--- src/verilog/afc_pkg.sv ---
package afc_pkg;
  // ************************************************************
  // Widths
  // ************************************************************
  localparam int AFC_DW = 9;
  localparam int AFC_AW = 4;
  localparam int AFC_CW = 8;

  // ************************************************************
  // Register map of the controller
  // ************************************************************
  localparam logic [AFC_AW-1:0] AFC_REG_CTRL = 4'h0;
  localparam logic [AFC_AW-1:0] AFC_REG_WDATA = 4'h1;
  localparam logic [AFC_AW-1:0] AFC_REG_RDATA = 4'h2;
  localparam logic [AFC_AW-1:0] AFC_REG_STAT = 4'h3;
  // CTRL bits
  localparam int AFC_CTRL_RESET = 0;
  localparam int AFC_CTRL_REPLAY = 1;
  localparam int AFC_CTRL_CHAIN = 2;
  localparam int AFC_CTRL_FIRST = 3;
  // Command codes, written into WDATA bit positions above the data
  localparam int AFC_WCMD_BIT = 31;
  localparam int AFC_RCMD_BIT = 30;

  // ************************************************************
  // Timing
  // ************************************************************
  localparam int AFC_CLK_NS = 20;
  localparam int AFC_PULSE_NS = 40;
  localparam int AFC_RST_NS = 100;
  localparam int AFC_PULSE_CYC = (AFC_PULSE_NS + AFC_CLK_NS - 1) / AFC_CLK_NS;
  localparam int AFC_RST_CYC = (AFC_RST_NS + AFC_CLK_NS - 1) / AFC_CLK_NS;
  localparam logic [AFC_CW-1:0] AFC_PULSE_CNT = AFC_CW'(AFC_PULSE_CYC);
  localparam logic [AFC_CW-1:0] AFC_RST_CNT = AFC_CW'(AFC_RST_CYC);
  localparam logic [AFC_CW-1:0] AFC_CNT_ZERO = 8'h00;

  // ************************************************************
  // Types
  // ************************************************************
  typedef enum logic [4:0] {
    AFC_IDLE = 5'b0_0001,
    AFC_WR = 5'b0_0010,
    AFC_RD = 5'b0_0100,
    AFC_CLR = 5'b0_1000,
    AFC_RPL = 5'b1_0000
  } afc_state_t;

  typedef struct packed {
    logic write_n;
    logic read_n;
    logic clear_n;
    logic replay_n;
    logic chain_in_n;
    logic [AFC_DW-1:0] data;
  } afc_pins_out_t;

  typedef struct packed {
    logic empty_flag_n;
    logic full_indicator_n;
    logic half_full_indicator_n;
  } afc_flags_t;

  typedef struct packed {
    afc_state_t st;
    logic [AFC_CW-1:0] cnt;
    logic [AFC_DW-1:0] wdata;
    logic [AFC_DW-1:0] rdata;
    logic [AFC_DW-1:0] rdata_bus;
    logic [3:0] ctrl;
    logic wr_pend;
    logic rd_pend;
    logic ovf;
    logic unf;
    logic rd_valid;
    afc_flags_t fl_s1;
    afc_flags_t fl_s2;
    logic [AFC_DW-1:0] q_s1;
    logic [AFC_DW-1:0] q_s2;
    afc_pins_out_t pins;
  } afc_state_s_t;
endpackage

--- src/verilog/afc_ctrl.sv ---
// The placing of the registers and the strobed register port were decided locally.
`timescale 1ns/100ps
// Functional notes
// - Writer watches full, reader watches empty.
// - Exactly one chained FIFO first-load low.
// - Other chained FIFOs hold first-load high.
// - Chain-out feeds next device chain-in.
// - Composite flags OR all devices' flags.
// - Strobes held high around reset release.
// - Writer strobes only while full deasserted.
module afc_ctrl
  import afc_pkg::*;
(
  // Clock and reset
  input wire logic mclk,
  input wire logic rst_b,
  // Register port
  input wire logic [AFC_AW-1:0] addr,
  input wire logic [31:0] wdata,
  input wire logic wr_stb,
  input wire logic rd_stb,
  output logic [31:0] rdata,
  // FIFO pins
  output logic write_n,
  output logic read_n,
  output logic clear_input_n,
  output logic replay_input_n,
  output logic first_load_select_n,
  output logic chain_in_n,
  output logic [AFC_DW-1:0] fifo_d,
  input wire logic [AFC_DW-1:0] fifo_q,
  input wire logic empty_flag_n,
  input wire logic full_indicator_n,
  input wire logic half_full_indicator_n
);

  // ************************************************************
  // State
  // ************************************************************
  afc_state_s_t s_r;
  afc_state_s_t s_nxt;
  logic [31:0] rdata_r;
  logic [31:0] rdata_nxt;
  logic ready;
  logic busy;

  assign busy = (s_r.st != AFC_IDLE);
  // Flags trusted only after clear interval ends
  assign ready = !busy && s_r.ctrl[AFC_CTRL_RESET] == 1'b0;

  // ************************************************************
  // Next state
  // ************************************************************
  always_comb begin
    s_nxt = s_r;
    rdata_nxt = 32'h0000_0000;
    // Flag pins may carry the OR of every chained device's flags
    s_nxt.fl_s1 = '{empty_flag_n, full_indicator_n, half_full_indicator_n};
    s_nxt.fl_s2 = s_r.fl_s1;
    s_nxt.q_s1 = fifo_q;
    s_nxt.q_s2 = s_r.q_s1;
    if (wr_stb) begin
      unique case (addr)
        AFC_REG_CTRL: begin
          s_nxt.ctrl = wdata[3:0];
        end
        AFC_REG_WDATA: begin
          if (wdata[AFC_WCMD_BIT]) begin
            s_nxt.wdata = wdata[AFC_DW-1:0];
            s_nxt.wr_pend = 1'b1;
          end
          if (wdata[AFC_RCMD_BIT]) begin
            s_nxt.rd_pend = 1'b1;
          end
        end
        AFC_REG_STAT: begin
          // Write one clears sticky errors
          s_nxt.ovf = s_r.ovf & ~wdata[4];
          s_nxt.unf = s_r.unf & ~wdata[5];
        end
        default: begin
        end
      endcase
    end
    if (rd_stb) begin
      unique case (addr)
        AFC_REG_CTRL: rdata_nxt = {28'h000_0000, s_r.ctrl};
        AFC_REG_RDATA: begin
          rdata_nxt = {22'h00_0000, s_r.rd_valid, s_r.rdata};
          s_nxt.rd_valid = 1'b0;
        end
        AFC_REG_STAT: rdata_nxt = {26'h000_0000, busy, s_r.unf, s_r.ovf,
                                   s_r.fl_s2.half_full_indicator_n,
                                   s_r.fl_s2.full_indicator_n,
                                   s_r.fl_s2.empty_flag_n};
        default: rdata_nxt = 32'h0000_0000;
      endcase
    end
    if (s_r.cnt != AFC_CNT_ZERO) begin
      s_nxt.cnt = s_r.cnt - 8'h01;
    end
    unique case (s_r.st)
      AFC_IDLE: begin
        s_nxt.pins.write_n = 1'b1;
        s_nxt.pins.read_n = 1'b1;
        if (s_r.ctrl[AFC_CTRL_RESET]) begin
          // Both strobes already high before clear is driven
          s_nxt.pins.clear_n = 1'b0;
          s_nxt.cnt = AFC_RST_CNT;
          s_nxt.st = AFC_CLR;
        end else if (s_r.ctrl[AFC_CTRL_REPLAY]) begin
          if (!s_r.ctrl[AFC_CTRL_CHAIN]) begin
            // Replay only in single mode; strobes high throughout
            s_nxt.pins.replay_n = 1'b0;
            s_nxt.cnt = AFC_PULSE_CNT;
            s_nxt.st = AFC_RPL;
          end else begin
            // Refused when chained; dropped so a later mode change cannot fire it
            s_nxt.ctrl[AFC_CTRL_REPLAY] = 1'b0;
          end
        end else if (s_r.wr_pend && ready) begin
          s_nxt.wr_pend = 1'b0;
          if (s_r.fl_s2.full_indicator_n) begin
            // Strobe only while not full
            s_nxt.pins.data = s_r.wdata;
            s_nxt.pins.write_n = 1'b0;
            s_nxt.cnt = AFC_PULSE_CNT;
            s_nxt.st = AFC_WR;
          end else begin
            s_nxt.ovf = 1'b1;
          end
        end else if (s_r.rd_pend && ready) begin
          s_nxt.rd_pend = 1'b0;
          if (s_r.fl_s2.empty_flag_n) begin
            s_nxt.pins.read_n = 1'b0;
            s_nxt.cnt = AFC_PULSE_CNT;
            s_nxt.st = AFC_RD;
          end else begin
            s_nxt.unf = 1'b1;
          end
        end
      end
      AFC_WR: begin
        if (s_r.cnt == AFC_CNT_ZERO) begin
          // Rising write edge stores the word
          s_nxt.pins.write_n = 1'b1;
          s_nxt.st = AFC_IDLE;
        end
      end
      AFC_RD: begin
        if (s_r.cnt == AFC_CNT_ZERO) begin
          // Sample before the rising edge; outputs float after it
          s_nxt.rdata = s_r.q_s2;
          s_nxt.rd_valid = 1'b1;
          s_nxt.pins.read_n = 1'b1;
          s_nxt.st = AFC_IDLE;
        end
      end
      AFC_CLR: begin
        if (s_r.cnt == AFC_CNT_ZERO) begin
          s_nxt.pins.clear_n = 1'b1;
          s_nxt.ctrl[AFC_CTRL_RESET] = 1'b0;
          s_nxt.cnt = AFC_RST_CNT;
          s_nxt.st = AFC_RPL;
        end
      end
      AFC_RPL: begin
        // Also used as the recovery wait after clear
        if (s_r.cnt == AFC_CNT_ZERO) begin
          s_nxt.pins.replay_n = 1'b1;
          s_nxt.ctrl[AFC_CTRL_REPLAY] = 1'b0;
          s_nxt.st = AFC_IDLE;
        end
      end
    endcase
    // Chain-in low selects single mode, high selects chain mode with first-load from control
    // Stands in for the previous device's chain-out
    s_nxt.pins.chain_in_n = s_r.ctrl[AFC_CTRL_CHAIN];
  end

  // ************************************************************
  // Registers
  // ************************************************************
  always_ff @(posedge mclk) begin
    if (!rst_b) begin
      s_r <= '{st: AFC_IDLE, cnt: AFC_CNT_ZERO,
               pins: '{write_n: 1'b1, read_n: 1'b1, clear_n: 1'b1,
                       replay_n: 1'b1, chain_in_n: 1'b0, data: '0},
               default: '0};
      rdata_r <= 32'h0000_0000;
    end else begin
      s_r <= s_nxt;
      rdata_r <= rdata_nxt;
    end
  end

  // ************************************************************
  // Outputs
  // ************************************************************
  assign rdata = rdata_r;
  assign write_n = s_r.pins.write_n;
  assign read_n = s_r.pins.read_n;
  assign clear_input_n = s_r.pins.clear_n;
  assign replay_input_n = s_r.pins.replay_n;
  // Shared pin: first-load in chain mode, replay otherwise
  // Follows the chain-in pin, so it never turns low ahead of a change into chain mode
  assign first_load_select_n = s_r.pins.chain_in_n ?
                               s_r.ctrl[AFC_CTRL_FIRST] : s_r.pins.replay_n;
  assign chain_in_n = s_r.pins.chain_in_n;
  assign fifo_d = s_r.pins.data;

endmodule

--- config.mk ---
export PLATFORM = sky130hd
export DESIGN_NAME = afc_ctrl
export DESIGN_NICKNAME = d
export VERILOG_FILES = /design/src/verilog/afc_pkg.sv /design/src/verilog/afc_ctrl.sv
export SDC_FILE = /design/constraint.sdc
export NUM_CORES = 1
export LEC_CHECK = 0
export BUFFER_PORTS_ARGS = -buffer_cell sky130_fd_sc_hd__buf_2
export CAP_MARGIN = 20
export CORE_ASPECT_RATIO = 1.2
export CORE_MARGIN = 2
export CORE_UTILIZATION = 47
export DETAILED_ROUTE_END_ITERATION = 10
export GPL_ROUTABILITY_DRIVEN = 0
export GPL_TIMING_DRIVEN = 0
export PLACE_DENSITY = 0.75
export SYNTH_ARGS = -nofsm -noshare
export SYNTH_HDL_FRONTEND = slang
export SYNTH_SLANG_ARGS = --single-unit
--- constraint.sdc ---
create_clock -name mclk -period 2.41 [get_ports mclk]
set_clock_uncertainty 0.1 [all_clocks]
set_input_delay 0.1205 -clock mclk [delete_from_list [all_inputs] [get_ports mclk]]
set_output_delay 0.1205 -clock mclk [all_outputs]
set_load 0.005 [all_outputs]
# Yosys cells after proc, flatten, opt, wreduce, memory -nomap -nowiden

Cells that the tools add are included.

$add $sub $neg: 1
Equality and inequality tests: 22
Muxes and demuxes: 58
Bitwise gates (word level): 6
Reduce and logical (&&, ||, !) cells: 22

Operators by type and width:

| kind                                                               | number |
|---|---|
| 13-bit two-way mux                                                 | 8 |
| 1-bit two-way mux                                                  | 31 |
| 10-bit one-hot mux with 3 select lines                             | 1 |
| 2-bit inequality test, second input constant                       | 8 |
| 8-bit one-hot mux with 2 select lines                              | 1 |
| 5-bit inequality test, second input constant                       | 3 |
| 5-bit one-hot mux with 3 select lines                              | 1 |
| 4-bit two-way mux                                                  | 3 |
| 2-bit two-way mux                                                  | 5 |
| 1-bit one-hot mux with 2 select lines                              | 5 |
| 2-bit AND reduction                                                | 5 |
| 5-bit AND reduction                                                | 2 |
| 4-bit by 2-bit == test with 1-bit output, second input constant    | 2 |
| 8-bit logical NOT                                                  | 1 |
| 8-bit two-way mux                                                  | 1 |
| 2-bit nonzero test                                                 | 4 |
| 8-bit nonzero test                                                 | 1 |
| 8-bit by 1-bit subtractor with 8-bit output, second input constant | 1 |
| 6-bit two-way mux                                                  | 1 |
| 3-bit AND reduction                                                | 2 |
| 6-bit AND reduction                                                | 1 |
| 5-bit by 1-bit == test with 1-bit output, second input constant    | 1 |
| 5-bit by 2-bit == test with 1-bit output, second input constant    | 1 |
| 5-bit by 3-bit == test with 1-bit output, second input constant    | 1 |
| other kinds (13)                                                   | 19 |

Register bits after elaboration: 110
Input bits: 52
Output and inout bits: 47
Word-level logic and storage cells: 135

# Logic depth before layout (Yosys ltp)

Gate-level depths: netlist (run 1).

Depth after elaboration: 10
Gate-level depth with buffers: 10
Mapped depth without buffers: 9

# Least setup slack after synthesis (run 1)

Ideal clock, no wire load.

Path type: register to register
From: register s_r[74] (netlist name)
To: register s_r[74] (netlist name)
Library setup time: 120 ps
Arrival: 2,042 ps
Setup slack: 148 ps
Cell stages (with the launch flop): 11
Path buffers: 1
Clock period less this slack: 2,262 ps
Path through: dfxtp_1 inv_1 ha_1 nor3b_1 and2_1 buf_2 inv_1 ha_1 o21ai_0 a21oi_1 o31a_1

Longest elaborated chain between the ends: 8
Elaborated cells between the ends (all ways): 13
Those cells by class: add/sub (1); mux (10); reduce/logical (2)

RTL lines:

| element                                                                                  | RTL line                        | RTL |
|---|---|---|
| start: declaration                                                                       | afc_ctrl.sv:40                  | `afc_state_s_t s_r;` |
| start signal: assignment                                                                 | afc_ctrl.sv:186                 | `s_r <= '{st: AFC_IDLE, cnt: AFC_CNT_ZERO,` |
| start signal: assignment                                                                 | afc_ctrl.sv:192                 | `s_r <= s_nxt;` |
| 8-bit by 1-bit subtractor with 8-bit output / 8-bit nonzero test (equally long branches) | afc_ctrl.sv:100, afc_ctrl.sv:99 |  |
| 8-bit two-way mux                                                                        | afc_ctrl.sv:99                  | `if (s_r.cnt != AFC_CNT_ZERO) begin` |
| 13-bit two-way mux                                                                       | afc_ctrl.sv:134                 | `if (s_r.fl_s2.empty_flag_n) begin` |
| 13-bit two-way mux                                                                       | afc_ctrl.sv:132                 | `end else if (s_r.rd_pend && ready) begin` |
| 13-bit two-way mux                                                                       | afc_ctrl.sv:121                 | `end else if (s_r.wr_pend && ready) begin` |
| 13-bit two-way mux                                                                       | afc_ctrl.sv:111                 | `end else if (s_r.ctrl[AFC_CTRL_REPLAY]) begin` |
| 13-bit two-way mux                                                                       | afc_ctrl.sv:106                 | `if (s_r.ctrl[AFC_CTRL_RESET]) begin` |
| 8-bit one-hot mux with 2 select lines (*)                                                | afc_ctrl.sv:102                 | `unique case (s_r.st)` |

Every way passes the cells marked *; elsewhere a longest branch is shown, timed or not. The select of a mux whose other input is x is not followed.
A chain may end at the register's enable or synchronous reset.

# Worst setup path after layout (run 1)

From: register s_r[77] (netlist name)
To: register s_r[74] (netlist name)

Longest elaborated chain between the ends: 8
Elaborated cells between the ends (all ways): 12
Those cells by class: mux (10); reduce/logical (2)

RTL lines:

| element                                   | RTL line |
|---|---|
| 8-bit nonzero test                        | afc_ctrl.sv:99 |
| 8-bit two-way mux                         | afc_ctrl.sv:99 |
| 13-bit two-way mux                        | afc_ctrl.sv:134 |
| 13-bit two-way mux                        | afc_ctrl.sv:132 |
| 13-bit two-way mux                        | afc_ctrl.sv:121 |
| 13-bit two-way mux                        | afc_ctrl.sv:111 |
| 13-bit two-way mux                        | afc_ctrl.sv:106 |
| 8-bit one-hot mux with 2 select lines (*) | afc_ctrl.sv:102 |

Marks and branches as above.

==> flow_metrics.tcl, run 1 <==
set metrics [dict create \
    synthCells 388 \
    dieWidth_um 85.8 \
    final_antenna_net_count 0 \
    nets 551 \
    yosys-top-cells-area "dfxtp_1 47%, mux2i_1 8.0%, buf_4 6.4%" \
    num_vias 2926 \
    dpl_cell_area_sq_um 4240 \
    drt_iter0_drc 160 \
    antenna_found_initial 0 \
    p_sw_uw 1000 \
    ys_ff_latch 88 \
    synth_area_per_cell_sq_um 9.73 \
    hold_viol 0 \
    grt_pass1_vias 2692 \
    seqPwrFrac_pct 48.6 \
    ys.flop_type "dfxtp_1" \
    dr.pass1.iters 9 \
    wire_per_inst_um 13.2 \
    rsz0062_at_grt "false" \
    slew_headroom_pct 31.0 \
    grtUsageMet3_pct 4.20 \
    drc 3 \
    io_buffers 53 \
    p_comb_share_pct 23.2 \
    clk_pin_slew_ns 0.09 \
    cts_tree "yes" \
    fmax_mhz 440 \
    core_sq_um 7750 \
    diodes 0 \
    fill_cells 668 \
    drt-vias-per-instance 4.93 \
    cts_sinks 88 \
    yosys-top-cells-count "88 x dfxtp_1, 32 x buf_4, 30 x and2_1, 30 x mux2i_1, 27 x nor2b_1" \
    drt_wl_total_um 7820 \
    synth_top_area_share_pct 46.7 \
    fin_ws_ns 0.139 \
    grt_first_pass_wirelength_um 12600 \
    total_leakage_power_uw 0.00217 \
    synth.distinct_cells 55 \
    grt_overflow 0 \
    start_util_pct 48.7 \
    post-place-ws_ns -0.268 \
    synth_edf_count 0 \
    power_density_nw_per_um2 707 \
    switching_share_pct 30.2 \
    pwr-share-clk_pct 28.1 \
    fp-row-count 35 \
    areaGrowthSynthToFinish_pct 24.2 \
    min_path_type "in -> reg" \
    netlist_area_sq_um 3770 \
    end_kind "flip-flop" \
    io_pins 99 \
    cap_violations 0 \
    hold_ws_ns 0.0921 \
    multi_input_area_sq_um 1770 \
    busiest_layer "met2" \
    cp.required_ns 2.56 \
    drive_gt1_share_pct 24.9 \
    rrSetupSlack_ns 0.14 \
    layout.cells.non_filler 594 \
    cp_max_fo 10 \
    status "finished with violations" \
    internal_power_uw 2310 \
    post-route-period-util_pct 94.2 \
    synth_top_area_cell "dfxtp_1" \
    cts_made_buffers 9 \
    seq_area_frac_synth_pct 46.7 \
    cts_max_path_buffers 2 \
    critPathArrivalTime_ns 2.42 \
    critPathKind "reg -> reg" \
    h-tree-depth 3 \
    synth.most_common_cell "dfxtp_1" \
    grt_max_degree 17 \
    hpwl_um 5510 \
    die_height_um 102 \
    peakVddDrop_uv 384 \
    grt_util_met2_pct 32.0 \
    fin_total_pwr_uw 3310 \
    stdcell_area_sq_um 4690 \
    cts-root-buf "clkbuf_8" \
    critPathLaunchType "flip-flop" \
    seqCellArea_sq_um 1760 \
    violations "DRC" \
    clock_latency_ns 0.36 \
    dp.cells 555 \
    grtUsageMet1_pct 22.1 \
    gr-usage-all-layers_pct 18.6 \
    tightest_slew_ns 1.03 \
    synth-async-reset-ratio_pct 0 \
    slew_viol_final 0 \
    dieArea_sq_um 8760 \
    period_needed_ns 2.27 \
    setup_viol 0 \
    yosysWarnings 0 \
]
power by group through the flow:
stage | clock (uW) | combinational, uW | sequential (uW)
4_1_cts | 956 | 720 | 1610
3_3_place_gp | 0 | 614 | 1620
5_1_grt | 1020 | 834 | 1620
3_5_place_dp | 0 | 631 | 1620
6_report | 932 | 769 | 1610
2_1_floorplan | 0 | 492 | 1610
metrics by stage:
| step | setup TNS, ns | utilization (%) |
|---|---|---|
| 2_1_floorplan | 0 | - |
| 3_3_place_gp | -0.250 | 54.6 |
| 3_5_place_dp | -0.268 | 54.7 |
| 4_1_cts | 0 | 60.3 |
| 5_1_grt | 0 | 60.5 |
| 6_report | 0 | 60.5 |
per-layer routing:
layer / up-vias / share of wire [%]
met5: - / 0
met4: 0 / 2.2
met3: 15 / 4.9
met2: 79 / 49
met1: 1339 / 44
li1: 1493 / -
final timing paths:
kind / from / cells after the start / end
setup / recovery: s_r[77] / 8 / s_r[74]
hold / removal: wr_stb / 3 / s_r[46]
setup reg to reg: s_r[77] / 8 / s_r[74]
hold reg to reg: s_nxt[14] / 1 / s_r[14]
flip-flops by register name, summed over array words and instances (netlist names):
signal          cells
write_n             1
chain_in_n          1
s_r                51
replay_input_n      1
read_n              1
clear_input_n       1
rdata              10
fifo_d              9
s_nxt              13
critical path, stage by stage, from the launching register on:
cell and delay [ns]:
dfxtp_1 0.38, nor4_4 0.44, and2_1 0.19, clkbuf_4 0.20, inv_1 0.10, ha_1 0.27, o21ai_0 0.09, a21oi_1 0.09
o31a_1 0.31
repair_timing:
item | CTS | global route
buffers inserted | 1 | 0
cloned | 0 | 0
endpoints found under the setup margin | 1 | 1
hold buffers | 22 | 0
hold endpoints to repair | 29 | 0
resized for setup | 4 | 3
pin swaps | 0 | 0
cell type report:
type	count	share of cell area, %
Buffer	53	7.23
Timing Repair Buffer	77	10.6
Sequential cell	88	37.6
Clock buffer	10	2.72
Tap cell	92	2.46
Multi-Input combinational cell	262	37.8
Clock inverter	6	1.12
Inverter	6	0.481
cells in the final DEF (no fill, tap or decap), types with 4 or more instances in the layout:
cell,count
nor4b_1,4
dfxtp_1,88
inv_1,6
mux2i_1,30
conb_1,22
clkbuf_8,9
and2_1,30
nand4_1,4
nor2_1,20
buf_4,33
a21oi_1,10
nand2_1,17
nand3_1,7
a21boi_0,6
dlygate4sd3_1,22
nand3b_1,5
clkbuf_1,18
nor3b_1,5
a22oi_1,4
buf_2,55
o21ai_0,9
nor3_1,6
nor2b_1,27
mux2_2,6
kinds of logic (layout without fill, tap and decap cells):
kind of cell,after synthesis,after routing,share of synthesized area (%)
muxes,36,36,9.75
DFF,88,88,46.7
xor gates and xnor gates,5,5,1.16
adders and majority gates,2,2,0.663
other,1,22,0.0994
AOI/OAI and AO/OA,51,51,9.42
and+or+nand+nor,146,146,22.7
buffers and inverters,59,152,9.52
(Power assumes the default switching activity.)
==> inputs of run 2 (changes only) <==
--- a/config.mk
+++ b/config.mk
@@ -9,11 +9,11 @@
 export CAP_MARGIN = 20
 export CORE_ASPECT_RATIO = 1.2
 export CORE_MARGIN = 2
-export CORE_UTILIZATION = 47
+export CORE_UTILIZATION = 52
 export DETAILED_ROUTE_END_ITERATION = 10
 export GPL_ROUTABILITY_DRIVEN = 0
 export GPL_TIMING_DRIVEN = 0
-export PLACE_DENSITY = 0.75
+export PLACE_DENSITY = 0.79
 export SYNTH_ARGS = -nofsm -noshare
 export SYNTH_HDL_FRONTEND = slang
 export SYNTH_SLANG_ARGS = --single-unit
==> constraint.sdc (replaced) <==
create_clock -name mclk -period 2.2 [get_ports mclk]
set_clock_uncertainty 0.1 [all_clocks]
set_input_delay 0.11 -clock mclk [delete_from_list [all_inputs] [get_ports mclk]]
set_output_delay 0.11 -clock mclk [all_outputs]
set_load 0.005 [all_outputs]
==> run 2 against run 1 <==
The flow now finishes without violations. Non-clock buffer count is 2 higher. Fmax is 5.7% higher. Die area decreased by 9.2%. Clock power up 26%. Count of clock-buffer cells in the layout unchanged. Largest cell class unchanged. Via count up 3.9%. Register-to-register slack got worse by 0.09 ns. Power increased by 17%. Wire length up 5.4%. Cell area rose by 1.4%.
==> flow_metrics.tcl, run 2 (synthesis gave the netlist of run 1 again) <==
set metrics [dict create \
    core_sq_um 7150 \
    drc 0 \
    cts_max_path_buffers 2 \
    drt_wl_total_um 8250 \
    peakVddDrop_uv 542 \
    crit_slowest_cell "or4_4" \
    cap_violations 0 \
    cpMostUsedCell "or4_4" \
    slew_headroom_pct 43.2 \
    clk_pin_slew_ns 0.09 \
    stdcell_area_sq_um 4750 \
    rsz0062_at_grt "false" \
    end_kind "flip-flop" \
    layout_commonest_cell "dfxtp_1" \
    num_vias 3041 \
    setup_viol 0 \
    cts-root-buf "clkbuf_8" \
    start_util_pct 52.8 \
    hp-start "wdata[30]" \
    worstPathCellList "buf_6 > or4_4 > or4_4 > or3b_4 > a21boi_2" \
    die_height_um 97.3 \
    internal_power_uw 2760 \
    fp-row-count 34 \
    critPathLaunchType "flip-flop" \
    gr-usage-all-layers_pct 21.8 \
    h-tree-depth 3 \
    drt-vias-per-instance 5.12 \
    holdPathStages 3 \
    cp_max_fo 10 \
    dieArea_sq_um 7960 \
    grt_max_degree 17 \
    hpwl_um 5620 \
    post-route-util_pct 66.5 \
    final_cell_mix "86 x dfxtp_1, 55 x buf_2, 37 x buf_4" \
    drt_iter0_drc 229 \
    largest_reg_flops 51 \
    grt_overflow 0 \
    grt_pass1_vias 2962 \
    period_needed_ns 2.15 \
    dpl_cell_area_sq_um 4240 \
    drive_gt1_share_pct 26.8 \
    max_stage_delay_ns 0.52 \
    hold_ws_ns 0.0579 \
    cts_tree "yes" \
    cts_made_buffers 9 \
    total_leakage_power_uw 0.00221 \
    r2r_start "s_r[86]" \
    worst_hold_path.endpoint "s_r[41]" \
    tns_ns 0 \
    nets 553 \
    switching_share_pct 29.1 \
    rrSetupSlack_ns 0.05 \
    io_buffers 53 \
    dr.pass1.iters 4 \
    areaGrowthSynthToFinish_pct 26.0 \
    seqPwrFrac_pct 45.5 \
    critPathKind "reg -> reg" \
    cp.required_ns 2.41 \
    dieWidth_um 81.8 \
    status "completed" \
    tightest_slew_ns 0.851 \
    io_pins 99 \
    fmax_mhz 466 \
    critPathArrivalTime_ns 2.36 \
    slew_viol_final 0 \
    pwr-share-clk_pct 30.1 \
    final_antenna_net_count 0 \
    grt_first_pass_wirelength_um 13400 \
    min_path_type "in -> reg" \
    power_density_nw_per_um2 819 \
    p_sw_uw 1130 \
    cts_sinks 88 \
    post-route-period-util_pct 97.6 \
    r2r-end "s_r[40]" \
    p_comb_share_pct 24.4 \
    ff2ff_path_depth 5 \
    clock_latency_ns 0.36 \
    wire_per_inst_um 13.9 \
    fill_cells 564 \
    hold_viol 0 \
    antenna_found_initial 0 \
    diodes 0 \
    largest_register "s_r" \
]
## run 2: changes by cell type in the layout (fill, tap and decap cells not counted), sizes merged
| cell | delta |
|---|---|
| clkinvlp | -2 |
| clkbuf | -3 |
| clkinv | +1 |
| buf | +5 |
| bufinv | +1 |
## run 2: worst max path at each step
stage,start,end,cells past startpoint
floorplan,s_r[74],s_r[74],10
global placement,s_r[74],s_r[74],10
detailed placement,s_r[74],s_r[74],10
CTS,s_r[75],s_r[74],10
global route,s_r[86],s_r[40],5
finish,s_r[86],s_r[40],5
## run 2: worst max-delay path: cells and delay by family, from the launching register on
family	cells	cell delay [ns]
simple gates	3	1.43
compound gates	1	0.11
flops	1	0.33
buf+inv	1	0.12
## run 2: repair_timing
action | 4_1_cts | 5_1_grt
cloned | 0 | 0
gates resized for setup | 6 | 5
endpoints found under the hold margin | 32 | 0
pin swaps | 1 | 3
setup buffers | 2 | 4
endpoints found under the setup margin | 1 | 13
hold buffers | 22 | 0
## run 2: metal layers
layer | part of all wire [%] | up-vias | wire (um) | GRT usage, %
li1 | - | 1508 | - | -
met1 | 41 | 1376 | 3380 | 24.4
met2 | 49 | 128 | 4070 | 37.6
met3 | 6.5 | 29 | 536 | 5.67
met4 | 3.2 | 0 | 268 | 10.3
met5 | 0 | - | 0 | 0
## run 2: metrics by stage
step           total power, uW  setup slack [ns]  std cells
2_1_floorplan             2320            0.0723        409
3_3_place_gp              2460            -0.227        552
3_5_place_dp              2500            -0.310        552
4_1_cts                   3810          0.000130        592
5_1_grt                   4070           0.00448        594
6_report                  3890            0.0523        594
## run 2: final cells by class
type | instances | area (sq um) | share of cell area, %
multi-input combinational | 262 | 1780 | 37.4
buffer | 50 | 328 | 6.90
sequential | 88 | 1760 | 37.1
tap | 90 | 113 | 2.37
inverter | 6 | 22.5 | 0.474
timing repair buffer | 82 | 536 | 11.3
clock buffer | 10 | 138 | 2.90
clock inverter | 6 | 76.3 | 1.61
## run 2: power groups by stage
stage	logic, uW	clock network, uW	registers [uW]
2_1_floorplan	549	0	1770
6_report	951	1170	1770
5_1_grt	1040	1250	1780
3_5_place_dp	713	0	1790
3_3_place_gp	677	0	1780
4_1_cts	862	1190	1770
